===== src/hw/gpm_pkg.sv =====
// Constants, offsets and types shared by the rate sensor power and data path
package gpm_pkg;
	// Clock and timing
	localparam int unsigned CLK_HZ = 40_000_000;
	localparam int unsigned RAW_RATE_HZ = 6400;
	localparam int unsigned RAW_CYC = CLK_HZ / RAW_RATE_HZ;
	localparam int unsigned WAKE_MS = 50;
	localparam int unsigned WAKE_CYC = (CLK_HZ / 1000) * WAKE_MS;
	localparam int unsigned FAST_WAKE_MS = 10;
	localparam int unsigned FAST_WAKE_CYC = (CLK_HZ / 1000) * FAST_WAKE_MS;
	localparam int unsigned TEMP_ACTIVE_HZ = 100;
	localparam int unsigned TEMP_ACTIVE_CYC = CLK_HZ / TEMP_ACTIVE_HZ;
	localparam int unsigned TEMP_FAST_MILLIHZ = 800;
	localparam int unsigned TEMP_FAST_CYC = (CLK_HZ / TEMP_FAST_MILLIHZ) * 1000;
	// Register offsets
	localparam logic [7:0] OFF_TIME0 = 8'h18;
	localparam logic [7:0] OFF_TIME1 = 8'h19;
	localparam logic [7:0] OFF_TIME2 = 8'h1a;
	localparam logic [7:0] OFF_QUEUE = 8'h24;
	localparam logic [7:0] OFF_RATE_CFG = 8'h42;
	localparam logic [7:0] OFF_DECIM = 8'h45;
	localparam logic [7:0] OFF_AUTO = 8'h6c;
	localparam logic [7:0] OFF_MODE_CMD = 8'h70;
	localparam logic [7:0] OFF_MODE_STAT = 8'h71;
	localparam logic [7:0] OFF_TEMP_L = 8'h72;
	localparam logic [7:0] OFF_TEMP_H = 8'h73;
	localparam logic [7:0] OFF_DATA0 = 8'h74;
	localparam logic [7:0] OFF_DATA5 = 8'h79;
	// Reset values
	localparam logic [7:0] RATE_CFG_RST = 8'h02;
	localparam logic [7:0] DECIM_RST = 8'h00;
	localparam logic [7:0] AUTO_RST = 8'h00;
	// Fields
	localparam int unsigned ODR_LSB = 0;
	localparam int unsigned DECIM_LSB = 0;
	localparam int unsigned AUTO_EN_BIT = 0;
	localparam int unsigned AUTO_FAST_BIT = 1;
	localparam int unsigned STAT_BUSY_BIT = 2;
	localparam logic [7:0] RAW_TIME_STEP = 8'h04;
	// Mode codes
	localparam logic [1:0] MODE_SUSPEND = 2'h0;
	localparam logic [1:0] MODE_NORMAL = 2'h1;
	localparam logic [1:0] MODE_FAST = 2'h2;
	// Data words
	localparam logic [15:0] EMPTY_WORD = 16'h8000;
	localparam logic [15:0] SUBST_WORD = 16'h8001;
	localparam int unsigned AXES = 3;
	localparam int unsigned FRAME_W = 48;
	localparam int unsigned QUEUE_DEPTH = 8;
	localparam logic [2:0] LAST_BYTE = 3'h5;

	typedef enum logic [2:0] {
		ST_SUSPEND = 3'b000,
		ST_WAKE = 3'b001,
		ST_NORMAL = 3'b010,
		ST_FAST = 3'b011,
		ST_FAST_WAKE = 3'b100
	} gpm_state_t;
endpackage


===== src/hw/gpm_stream_if.sv =====
// Valid/ready stream of rate frames between the data path modules
interface gpm_stream_if;
	logic valid;
	logic ready;
	logic [47:0] data;
	modport src (output valid, output data, input ready);
	modport dst (input valid, input data, output ready);
endinterface


===== src/hw/gpm_power_datapath.sv =====
// Power mode sequencer, sample timing, registers and frame queue of the rate sensor
module gpm_power_datapath #(
	parameter int unsigned RAW_CYC = gpm_pkg::RAW_CYC,
	parameter int unsigned WAKE_CYC = gpm_pkg::WAKE_CYC,
	parameter int unsigned FAST_WAKE_CYC = gpm_pkg::FAST_WAKE_CYC,
	parameter int unsigned TEMP_ACTIVE_CYC = gpm_pkg::TEMP_ACTIVE_CYC,
	parameter int unsigned TEMP_FAST_CYC = gpm_pkg::TEMP_FAST_CYC
) (
	// Clock and reset
	input wire logic clk_sys,
	input wire logic nrst,
	// Register port of the serial interface
	input wire logic [7:0] reg_addr,
	input wire logic [7:0] reg_wdata,
	input wire logic reg_wr,
	input wire logic reg_rd,
	output logic [7:0] reg_rdata,
	// Sensing element
	input wire logic [47:0] sense_rate,
	input wire logic [15:0] sense_temp,
	input wire logic sleep_trigger,
	output logic sense_power_en,
	output logic drive_power_en,
	// Status
	output logic [1:0] power_mode
);
	// Two-flop synchronisers for all pin inputs
	logic [64:0] sync1_r, sync2_r;
	always_ff @(posedge clk_sys or negedge nrst) begin
		if (!nrst) begin
			sync1_r <= '0;
			sync2_r <= '0;
		end else begin
			sync1_r <= {sleep_trigger, sense_temp, sense_rate};
			sync2_r <= sync1_r;
		end
	end
	logic [47:0] rate_s;
	logic [15:0] temp_s;
	logic trig_s;
	assign rate_s = sync2_r[47:0];
	assign temp_s = sync2_r[63:48];
	assign trig_s = sync2_r[64];

	function automatic gpm_pkg::gpm_state_t mode_state(input logic [1:0] m);
		case (m)
			gpm_pkg::MODE_NORMAL: mode_state = gpm_pkg::ST_NORMAL;
			gpm_pkg::MODE_FAST: mode_state = gpm_pkg::ST_FAST;
			default: mode_state = gpm_pkg::ST_SUSPEND;
		endcase
	endfunction

	function automatic logic [7:0] byte_of(input logic [47:0] w, input logic [2:0] idx);
		byte_of = w[8*idx +: 8];
	endfunction

	// Register and state declarations
	logic [7:0] rate_cfg_r, rate_cfg_nxt;
	logic [7:0] decim_r, decim_nxt;
	logic [7:0] auto_r, auto_nxt;
	logic [1:0] req_mode_r, req_mode_nxt;
	gpm_pkg::gpm_state_t state_r, state_nxt;
	logic [31:0] wake_cnt_r, wake_cnt_nxt;
	logic [31:0] raw_cnt_r, raw_cnt_nxt;
	logic [31:0] temp_cnt_r, temp_cnt_nxt;
	logic [23:0] time_r, time_nxt;
	logic [15:0] temp_r, temp_nxt;
	logic [47:0] data_r, data_nxt;
	logic [47:0] q_mem_r [gpm_pkg::QUEUE_DEPTH];
	logic [47:0] q_mem_nxt [gpm_pkg::QUEUE_DEPTH];
	logic [2:0] q_wp_r, q_wp_nxt, q_rp_r, q_rp_nxt;
	logic [3:0] q_cnt_r, q_cnt_nxt;
	logic [2:0] byte_r, byte_nxt;
	logic [7:0] frame_r, frame_nxt;
	logic [7:0] rdata_nxt;
	logic [1:0] target;
	logic raw_tick, running, keep, q_full, take, push, pop, q_rd;
	logic q_empty, q_hold_empty_r, q_hold_empty_nxt;
	logic [7:0] decim_mask;

	// Filter, skid buffer and queue chain
	gpm_stream_if filt_if ();
	gpm_stream_if buf_if ();

	gpm_rate_filter u_filter (
		.clk_sys(clk_sys),
		.nrst(nrst),
		.sample_tick(raw_tick),
		.run(running),
		.odr_code(rate_cfg_r[gpm_pkg::ODR_LSB +: 3]),
		.raw(rate_s),
		.out(filt_if.src)
	);

	gpm_skid u_skid (
		.clk_sys(clk_sys),
		.nrst(nrst),
		.in(filt_if.dst),
		.out(buf_if.src)
	);

	// Raw sampling clock and sensor time
	assign raw_tick = (raw_cnt_r == 32'(RAW_CYC - 1));
	assign running = (state_r == gpm_pkg::ST_NORMAL);

	always_comb begin
		raw_cnt_nxt = raw_tick ? 32'h0000_0000 : 32'(raw_cnt_r + 32'h0000_0001);
		// Time steps on the raw tick, the edge on which the filter samples raw data
		time_nxt = raw_tick ? 24'(time_r + 24'(gpm_pkg::RAW_TIME_STEP)) : time_r;
	end

	// Power mode sequencer
	always_comb begin
		target = req_mode_r;
		if (auto_r[gpm_pkg::AUTO_EN_BIT] && trig_s && req_mode_r == gpm_pkg::MODE_NORMAL) begin
			target = auto_r[gpm_pkg::AUTO_FAST_BIT] ? gpm_pkg::MODE_FAST : gpm_pkg::MODE_SUSPEND;
		end
	end

	always_comb begin
		state_nxt = state_r;
		wake_cnt_nxt = 32'h0000_0000;
		// Any mode reaches any other; normal only through a warm-up wait
		case (state_r)
			gpm_pkg::ST_SUSPEND: begin
				if (target == gpm_pkg::MODE_NORMAL) begin
					state_nxt = gpm_pkg::ST_WAKE;
				end else begin
					state_nxt = mode_state(target);
				end
			end
			gpm_pkg::ST_WAKE: begin
				if (target != gpm_pkg::MODE_NORMAL) begin
					state_nxt = mode_state(target);
				end else if (wake_cnt_r == 32'(WAKE_CYC - 1)) begin
					state_nxt = gpm_pkg::ST_NORMAL;
				end else begin
					wake_cnt_nxt = 32'(wake_cnt_r + 32'h0000_0001);
				end
			end
			gpm_pkg::ST_FAST: begin
				if (target == gpm_pkg::MODE_NORMAL) begin
					state_nxt = gpm_pkg::ST_FAST_WAKE;
				end else begin
					state_nxt = mode_state(target);
				end
			end
			gpm_pkg::ST_FAST_WAKE: begin
				if (target != gpm_pkg::MODE_NORMAL) begin
					state_nxt = mode_state(target);
				end else if (wake_cnt_r == 32'(FAST_WAKE_CYC - 1)) begin
					state_nxt = gpm_pkg::ST_NORMAL;
				end else begin
					wake_cnt_nxt = 32'(wake_cnt_r + 32'h0000_0001);
				end
			end
			gpm_pkg::ST_NORMAL: begin
				state_nxt = mode_state(target);
			end
			default: begin
				state_nxt = gpm_pkg::ST_SUSPEND;
			end
		endcase
	end

	always_comb begin
		power_mode = gpm_pkg::MODE_SUSPEND;
		case (state_r)
			gpm_pkg::ST_NORMAL: power_mode = gpm_pkg::MODE_NORMAL;
			gpm_pkg::ST_FAST: power_mode = gpm_pkg::MODE_FAST;
			gpm_pkg::ST_FAST_WAKE: power_mode = gpm_pkg::MODE_FAST;
			default: power_mode = gpm_pkg::MODE_SUSPEND;
		endcase
	end

	// Sensing part is off in both sleep modes; drive stays up in fast mode
	assign sense_power_en = (state_r == gpm_pkg::ST_NORMAL) || (state_r == gpm_pkg::ST_WAKE)
		|| (state_r == gpm_pkg::ST_FAST_WAKE);
	assign drive_power_en = (state_r != gpm_pkg::ST_SUSPEND);

	// Temperature update rate follows the gyro mode
	always_comb begin
		temp_cnt_nxt = 32'(temp_cnt_r + 32'h0000_0001);
		temp_nxt = temp_r;
		if (state_r == gpm_pkg::ST_NORMAL) begin
			if (temp_cnt_r >= 32'(TEMP_ACTIVE_CYC - 1)) begin
				temp_cnt_nxt = 32'h0000_0000;
				temp_nxt = temp_s;
			end
		end else if (state_r == gpm_pkg::ST_FAST) begin
			if (temp_cnt_r >= 32'(TEMP_FAST_CYC - 1)) begin
				temp_cnt_nxt = 32'h0000_0000;
				// Only eight bits are meaningful at the slow rate
				temp_nxt = {temp_s[15:8], 8'h00};
			end
		end else begin
			temp_cnt_nxt = 32'h0000_0000;
		end
	end

	// Frame acceptance with decimation
	assign decim_mask = 8'((9'h001 << decim_r[gpm_pkg::DECIM_LSB +: 3]) - 9'h001);
	assign keep = ((frame_r & decim_mask) == 8'h00);
	assign q_full = (q_cnt_r == 4'(gpm_pkg::QUEUE_DEPTH));
	// A full queue stalls the buffer rather than dropping a kept frame
	assign buf_if.ready = !keep || !q_full;
	assign take = buf_if.valid && buf_if.ready;
	assign push = take && keep;
	assign q_rd = reg_rd && (reg_addr == gpm_pkg::OFF_QUEUE) && (state_r != gpm_pkg::ST_SUSPEND);
	// Emptiness judged at the first byte, so no frame mixes marker and data
	assign q_empty = (byte_r == 3'h0) ? (q_cnt_r == 4'h0) : q_hold_empty_r;
	assign pop = q_rd && !q_empty && (byte_r == gpm_pkg::LAST_BYTE);

	always_comb begin
		q_mem_nxt = q_mem_r;
		q_wp_nxt = q_wp_r;
		q_rp_nxt = q_rp_r;
		q_cnt_nxt = q_cnt_r;
		byte_nxt = byte_r;
		q_hold_empty_nxt = q_rd ? q_empty : q_hold_empty_r;
		frame_nxt = take ? 8'(frame_r + 8'h01) : frame_r;
		data_nxt = take ? buf_if.data : data_r;
		if (push) begin
			q_mem_nxt[q_wp_r] = buf_if.data;
			q_wp_nxt = 3'(q_wp_r + 3'h1);
		end
		if (q_rd) begin
			byte_nxt = (byte_r == gpm_pkg::LAST_BYTE) ? 3'h0 : 3'(byte_r + 3'h1);
		end
		if (pop) begin
			q_rp_nxt = 3'(q_rp_r + 3'h1);
		end
		if (push && !pop) begin
			q_cnt_nxt = 4'(q_cnt_r + 4'h1);
		end else if (pop && !push) begin
			q_cnt_nxt = 4'(q_cnt_r - 4'h1);
		end
	end

	// Register writes and read data
	always_comb begin
		rate_cfg_nxt = rate_cfg_r;
		decim_nxt = decim_r;
		auto_nxt = auto_r;
		req_mode_nxt = req_mode_r;
		if (reg_wr) begin
			case (reg_addr)
				gpm_pkg::OFF_RATE_CFG: rate_cfg_nxt = {5'h00, reg_wdata[2:0]};
				gpm_pkg::OFF_DECIM: decim_nxt = {5'h00, reg_wdata[2:0]};
				gpm_pkg::OFF_AUTO: auto_nxt = {6'h00, reg_wdata[1:0]};
				gpm_pkg::OFF_MODE_CMD: begin
					if (reg_wdata[1:0] != 2'h3) begin
						req_mode_nxt = reg_wdata[1:0];
					end
				end
				default: begin
				end
			endcase
		end
	end

	always_comb begin
		rdata_nxt = reg_rdata;
		if (reg_rd) begin
			case (reg_addr)
				gpm_pkg::OFF_TIME0: rdata_nxt = time_r[7:0];
				gpm_pkg::OFF_TIME1: rdata_nxt = time_r[15:8];
				gpm_pkg::OFF_TIME2: rdata_nxt = time_r[23:16];
				gpm_pkg::OFF_QUEUE: begin
					if (state_r == gpm_pkg::ST_SUSPEND) begin
						rdata_nxt = 8'h00;
					end else if (q_empty) begin
						rdata_nxt = byte_r[0] ? gpm_pkg::EMPTY_WORD[15:8] : gpm_pkg::EMPTY_WORD[7:0];
					end else begin
						rdata_nxt = byte_of(q_mem_r[q_rp_r], byte_r);
					end
				end
				gpm_pkg::OFF_RATE_CFG: rdata_nxt = rate_cfg_r;
				gpm_pkg::OFF_DECIM: rdata_nxt = decim_r;
				gpm_pkg::OFF_AUTO: rdata_nxt = auto_r;
				gpm_pkg::OFF_MODE_CMD: rdata_nxt = {6'h00, req_mode_r};
				gpm_pkg::OFF_MODE_STAT: rdata_nxt = {5'h00, (state_r != mode_state(target)), power_mode};
				gpm_pkg::OFF_TEMP_L: rdata_nxt = temp_r[7:0];
				gpm_pkg::OFF_TEMP_H: rdata_nxt = temp_r[15:8];
				default: begin
					if (reg_addr >= gpm_pkg::OFF_DATA0 && reg_addr <= gpm_pkg::OFF_DATA5) begin
						rdata_nxt = byte_of(data_r, 3'(reg_addr - gpm_pkg::OFF_DATA0));
					end else begin
						rdata_nxt = 8'h00;
					end
				end
			endcase
		end
	end

	always_ff @(posedge clk_sys or negedge nrst) begin
		if (!nrst) begin
			rate_cfg_r <= gpm_pkg::RATE_CFG_RST;
			decim_r <= gpm_pkg::DECIM_RST;
			auto_r <= gpm_pkg::AUTO_RST;
			req_mode_r <= gpm_pkg::MODE_SUSPEND;
			state_r <= gpm_pkg::ST_SUSPEND;
			wake_cnt_r <= '0;
			raw_cnt_r <= '0;
			temp_cnt_r <= '0;
			time_r <= '0;
			temp_r <= '0;
			data_r <= '0;
			q_wp_r <= '0;
			q_rp_r <= '0;
			q_cnt_r <= '0;
			byte_r <= '0;
			q_hold_empty_r <= 1'b0;
			frame_r <= '0;
			reg_rdata <= '0;
			for (int i = 0; i < gpm_pkg::QUEUE_DEPTH; i++) begin
				q_mem_r[i] <= '0;
			end
		end else begin
			rate_cfg_r <= rate_cfg_nxt;
			decim_r <= decim_nxt;
			auto_r <= auto_nxt;
			req_mode_r <= req_mode_nxt;
			state_r <= state_nxt;
			wake_cnt_r <= wake_cnt_nxt;
			raw_cnt_r <= raw_cnt_nxt;
			temp_cnt_r <= temp_cnt_nxt;
			time_r <= time_nxt;
			temp_r <= temp_nxt;
			data_r <= data_nxt;
			q_mem_r <= q_mem_nxt;
			q_wp_r <= q_wp_nxt;
			q_rp_r <= q_rp_nxt;
			q_cnt_r <= q_cnt_nxt;
			byte_r <= byte_nxt;
			q_hold_empty_r <= q_hold_empty_nxt;
			frame_r <= frame_nxt;
			reg_rdata <= rdata_nxt;
		end
	end
endmodule


===== src/hw/gpm_rate_filter.sv =====
// Box-car low-pass and output-rate decimation of raw rate frames
module gpm_rate_filter (
	// Clock and reset
	input wire logic clk_sys,
	input wire logic nrst,
	// Control
	input wire logic sample_tick,
	input wire logic run,
	input wire logic [2:0] odr_code,
	input wire logic [47:0] raw,
	// Filtered frames
	gpm_stream_if.src out
);
	logic [7:0] cnt_r, cnt_nxt;
	logic signed [23:0] acc_r [3];
	logic signed [23:0] acc_nxt [3];
	logic [47:0] data_r, data_nxt;
	logic valid_r, valid_nxt;
	logic [7:0] ratio_m1;
	logic [3:0] shift;
	logic last;

	// Rate code n gives 25 Hz shifted up by n, so 256 raw samples down to 2
	assign ratio_m1 = 8'((9'h100 >> odr_code) - 9'h001);
	assign shift = 4'(4'h8 - {1'b0, odr_code});
	assign last = (cnt_r == ratio_m1);

	genvar ax;
	generate
		for (ax = 0; ax < 3; ax++) begin : g_axis
			logic signed [23:0] sum;
			logic [15:0] avg;
			assign sum = acc_r[ax] + 24'(signed'(raw[ax*16 +: 16]));
			assign avg = 16'(sum >>> shift);
			always_comb begin
				acc_nxt[ax] = acc_r[ax];
				data_nxt[ax*16 +: 16] = data_r[ax*16 +: 16];
				if (!run) begin
					acc_nxt[ax] = '0;
				end else if (sample_tick) begin
					acc_nxt[ax] = last ? 24'sh00_0000 : sum;
					if (last) begin
						data_nxt[ax*16 +: 16] = (avg == gpm_pkg::EMPTY_WORD) ? gpm_pkg::SUBST_WORD : avg;
					end
				end
			end
			always_ff @(posedge clk_sys or negedge nrst) begin
				if (!nrst) begin
					acc_r[ax] <= '0;
				end else begin
					acc_r[ax] <= acc_nxt[ax];
				end
			end
		end
	endgenerate

	always_comb begin
		cnt_nxt = cnt_r;
		valid_nxt = valid_r && !out.ready;
		if (!run) begin
			cnt_nxt = '0;
		end else if (sample_tick) begin
			cnt_nxt = last ? 8'h00 : 8'(cnt_r + 8'h01);
			// Skid buffer downstream keeps this single slot from overrunning in a queue stall of up to two frames
			if (last) begin
				valid_nxt = 1'b1;
			end
		end
	end

	always_ff @(posedge clk_sys or negedge nrst) begin
		if (!nrst) begin
			cnt_r <= '0;
			data_r <= '0;
			valid_r <= 1'b0;
		end else begin
			cnt_r <= cnt_nxt;
			data_r <= data_nxt;
			valid_r <= valid_nxt;
		end
	end

	assign out.valid = valid_r;
	assign out.data = data_r;
endmodule


===== src/hw/gpm_skid.sv =====
// Two-entry frame buffer so a queue stall of up to two further frames loses no filtered frame
module gpm_skid (
	// Clock and reset
	input wire logic clk_sys,
	input wire logic nrst,
	// Streams
	gpm_stream_if.dst in,
	gpm_stream_if.src out
);
	logic [47:0] mem_r [2];
	logic [47:0] mem_nxt [2];
	logic wp_r, wp_nxt, rp_r, rp_nxt;
	logic [1:0] cnt_r, cnt_nxt;
	logic push, pop;

	assign in.ready = (cnt_r != 2'h2);
	assign out.valid = (cnt_r != 2'h0);
	assign out.data = mem_r[rp_r];
	assign push = in.valid && in.ready;
	assign pop = out.valid && out.ready;

	always_comb begin
		mem_nxt = mem_r;
		wp_nxt = wp_r;
		rp_nxt = rp_r;
		cnt_nxt = cnt_r;
		if (push) begin
			mem_nxt[wp_r] = in.data;
			wp_nxt = !wp_r;
		end
		if (pop) begin
			rp_nxt = !rp_r;
		end
		if (push && !pop) begin
			cnt_nxt = 2'(cnt_r + 2'h1);
		end else if (pop && !push) begin
			cnt_nxt = 2'(cnt_r - 2'h1);
		end
	end

	always_ff @(posedge clk_sys or negedge nrst) begin
		if (!nrst) begin
			mem_r[0] <= '0;
			mem_r[1] <= '0;
			wp_r <= 1'b0;
			rp_r <= 1'b0;
			cnt_r <= '0;
		end else begin
			mem_r <= mem_nxt;
			wp_r <= wp_nxt;
			rp_r <= rp_nxt;
			cnt_r <= cnt_nxt;
		end
	end
endmodule


===== config.mk =====
export PLATFORM = sky130hd
export DESIGN_NAME = gpm_power_datapath
export DESIGN_NICKNAME = d
export VERILOG_FILES = /design/src/hw/gpm_pkg.sv /design/src/hw/gpm_stream_if.sv /design/src/hw/gpm_power_datapath.sv /design/src/hw/gpm_rate_filter.sv /design/src/hw/gpm_skid.sv
export SDC_FILE = /design/constraint.sdc
export NUM_CORES = 2
export LEC_CHECK = 0
export ABC_AREA = 1
export BUFFER_PORTS_ARGS = -buffer_cell sky130_fd_sc_hd__clkbuf_2
export CORE_UTILIZATION = 35
export CTS_BUF_LIST = sky130_fd_sc_hd__clkbuf_4 sky130_fd_sc_hd__clkbuf_8 sky130_fd_sc_hd__clkbuf_16
export DETAILED_ROUTE_END_ITERATION = 16
export HOLD_SLACK_MARGIN = 0.06
export PLACE_DENSITY_LB_ADDON = 0.25
export SETUP_SLACK_MARGIN = 0.1
export SKIP_CTS_REPAIR_TIMING = 1
export SYNTH_ARGS = -nofsm -noshare
export SYNTH_HDL_FRONTEND = slang
export SYNTH_SLANG_ARGS = --single-unit

===== constraint.sdc =====
create_clock -name clk_sys -period 3.4 [get_ports clk_sys]
set_clock_uncertainty 0.05 [all_clocks]
set_input_delay 0.68 -clock clk_sys [delete_from_list [all_inputs] [get_ports clk_sys]]
set_output_delay 0.68 -clock clk_sys [all_outputs]
set_load 0.01 [all_outputs]

==> results.toml <==
[cells_and_area]
synthesis_to_finish_area_growth_pct = 16.5
layout-drive-gt1-share_pct = 8.07
final_nets = 7026
final_util_pct = 41.1
fill_cell_instance_count_of_the_final_layout = 14600

[cts]
tritoncts_num_sinks = 967
tritoncts = "built"
clkLatencyLatePin_ns = 0.73
cts_made_buffers = 110
cts.path.max_buffers = 3
clock-root-buffer = "clkbuf_16"
clock_tree.htree_level_count = 3
clock_slew_at_reported_path_ffs_ns = 0.06

[die]
die-area_mm2 = 0.147
die_x_um = 383
number_of_primary_i_o_pins = 97
initial_utilization_pct = 35.3
rows = 139
dieHeight_um = 383
design.core.area_mm2 = 0.144

[synthesis]
register_area_share_after_synthesis_pct = 47.6
post-synth-top-area-cell = "dfrtp_1"
synth.cell_area_mm2 = 0.0508
yosys.cell_types.count = 57
netlist.area_leader.share_pct = 47.6
synth.ff_latch_count = 967
yosys-top-cells-area = "dfrtp_1 48%, nand2_1 15%, o21ai_0 7.5%"
ys_async_sr_fraction_pct = 100
avgSynthCellArea_um2 = 7.55
synth.yosys.warnings = 0
netlist_instances = 6725
count_of_flip_flops_with_a_built_in_enable_after_synthesis = 0
ys.flop_type = "dfrtp_1"

[power_and_ir_drop]
power_w = 0.0265
power_density_mw_per_mm2 = 448
ir_drop_mv = 0.430
cellLeakagePower_nw = 29.3

[worst_setup_path]
crit_path_cell_trace = "inv_2 -> nand3_2 -> ha_4 -> inv_4 -> o31ai_2 -> o211ai_1 -> nand2_1 -> nor4_4 -> nand3_1 -> o21ai_2 -> inv_2 -> nand2_4 -> buf_4 -> or2_4 -> buf_6 -> clkbuf_16 -> o21ai_0 -> nand2_1"
timing.critical_path.required_ns = 4.01
arrival_ns = 3.82
critPathLaunchType = "flip-flop"
cp_slowest_stage_delay_ns = 0.45
maximum_net_fanout_on_the_critical_path = 32
type_of_element_capturing_the_critical_path = "flip-flop"
crit_slowest_cell = "dfrtp_2"
crit_type = "reg2reg"

[route]
vias = 45600
vias_per_cell = 5.15
drt_pre_antenna_iters = 7
route.antenna.remaining_nets = 0
drc_errors = 0
drt-wirelength-per-cell_um = 17.8
initialDrtViolationCount = 3697
detail_route.wirelength_mm = 158

[timing]
timing.final.crit_period_ns = 3.20
timing_max_transition_violations_final = 0
report.final.setup_viol = 0
finalHoldWorstSlack_ns = 0.158
rsz_0062_raised_after_global_routing = "false"
worst_pin_slew_ns = 1.00
slew_headroom_pct = 33.2
timing.fmax_ghz = 0.312
finalHoldViolCount = 0
finalCritPeriodShare_pct = 94.2

[global_routing]
grt_max_degree = 105
antenna_found_initial = 9
grt_pass1_vias = 43000
grt.overflow.total = 0
grt_use_total_pct = 20.9
grt_pass1_wl_mm = 244

[min_path]
worst_hold_path_type = "in2reg"

[place]
place.detailed.hpwl_mm = 103
gp_congestion = 0.898
placement.io_buffers = 91

[outcome]
outcome = "completed"

[job]
cap_violations = 0
[logic make-up after synthesis]
| group | after synthesis | share of synthesized area (%) |
|---|---|---|
| and+or+nand+nor | 3227 | 26.1 |
| AOI/OAI and AO/OA | 1305 | 14.3 |
| buffers and inverters | 1030 | 7.85 |
| DFF | 967 | 47.6 |
| xor gates and xnor gates | 98 | 1.69 |
| adders and majority gates | 96 | 2.42 |
| other | 1 | 0.00738 |
| muxes | 1 | 0.0222 |
[worst max-delay path: cells and delay by family (launching register included)]
kind | cells | cell delay, ns
compound gates | 4 | 0.37
fa+ha+maj | 1 | 0.18
buf+inv | 6 | 0.93
flops | 1 | 0.45
simple gates | 7 | 1.12
[metrics by stage]
step | cells | cell area [µm²] | worst slack, ns | setup TNS (ns)
after floorplan | 6730 | 50800 | 0.140 | 0
after global placement | 8545 | 54100 | 0.00556 | 0
after detailed placement | 8545 | 54100 | -0.0367 | -0.363
after CTS | 8750 | 58000 | -0.0968 | -1.86
after global routing | 8845 | 59200 | 0.0535 | 0
final | 8846 | 59200 | 0.198 | 0
[state kept, by name, indices dropped and copies added (netlist names), 4 cells and up]
| register | count |
|---|---|
| data_r | 48 |
| u_filter.out.data | 48 |
| temp_r | 16 |
| u_skid.mem_r | 96 |
| u_filter.acc_r | 72 |
| q_cnt_r | 4 |
| frame_r | 7 |
| wake_cnt_r | 32 |
| raw_cnt_r | 32 |
| reg_rdata | 8 |
| sync1_r | 65 |
| sync2_r | 65 |
| u_filter.cnt_r | 8 |
| q_mem_r | 384 |
| time_r | 22 |
| temp_cnt_r | 32 |
[power breakdown]
group,internal [W],switching (W)
clock,0.00770,0.00510
sequential,0.0117,0.0000616
combinational,0.000633,0.00137
[worst paths after layout]
path                               endpoint          from  cells past startpoint  slack [ns]
setup / recovery               q_mem_r[144]    decim_r[0]                     18        0.20
hold / removal                rate_cfg_r[2]  reg_wdata[2]                      3        0.16
setup reg to reg               q_mem_r[144]    decim_r[0]                     18        0.20
hold reg to reg                 sync2_r[10]   sync1_r[10]                      0        0.28
max in group asynchronous  u_skid.mem_r[51]          nrst                      3        1.72
min in group asynchronous      q_mem_r[210]          nrst                      2        0.51
[placed cells by master, fill, tap and decap left out, types with 28 or more instances in the layout]
cell	instances
a31oi_1	28
inv_1	688
xnor2_1	28
nor2_1	383
clkbuf_8	33
buf_12	39
xor2_1	69
a21oi_1	168
ha_1	79
dfrtp_1	959
o221ai_1	33
o211ai_1	66
nand2_1	2066
o21ai_0	762
nor4_1	29
nor3_1	60
dlygate4sd3_1	66
nand3_1	551
clkbuf_16	113
o21ai_1	138
buf_4	121
clkbuf_2	90
nand4_1	64
[cell type report]
class | count | area (µm²) | share of cell area (%)
multi-input combinational | 4737 | 23000 | 38.8
clock inverter | 41 | 598 | 1.01
sequential | 967 | 24200 | 40.9
tap | 1903 | 2380 | 4.02
clock buffer | 164 | 3360 | 5.68
inverter | 702 | 2650 | 4.47
antenna | 5 | 12.5 | 0.0211
timing repair buffer | 327 | 3020 | 5.10
[synthesized netlist by cell type, types with 7 or more instances]
| master | instances |
|---|---|
| inv_1 | 692 |
| ha_1 | 92 |
| clkbuf_1 | 247 |
| nand2_1 | 2074 |
| dfrtp_1 | 966 |
| a32o_1 | 23 |
| nand3_1 | 555 |
| xnor2_1 | 29 |
| nor2_1 | 395 |
| nand4_1 | 64 |
| o21ai_1 | 136 |
| buf_2 | 26 |
| a211oi_1 | 7 |
| a221oi_1 | 9 |
| nor3_1 | 69 |
| a31oi_1 | 28 |
| inv_2 | 7 |
| o21ai_0 | 764 |
| nor3b_1 | 10 |
| buf_6 | 10 |
| o22ai_1 | 13 |
| a22o_1 | 14 |
| or2_2 | 10 |
| a21oi_1 | 170 |
| buf_1 | 41 |
| xor2_1 | 69 |
| o221ai_1 | 33 |
| nor4_1 | 31 |
| o211ai_1 | 66 |
| o2111ai_1 | 16 |
[layer usage]
metal  track usage [%]  share of wire (%)  vias to the layer above
met5                 0              0.017                        -
met4              6.65                2.7                        4
met3              3.39                6.3                      256
met2              33.2                 46                     1255
met1              29.1                 45                    21900
li1                  -                  -                    22200
Power figures use the tool's default switching activity.
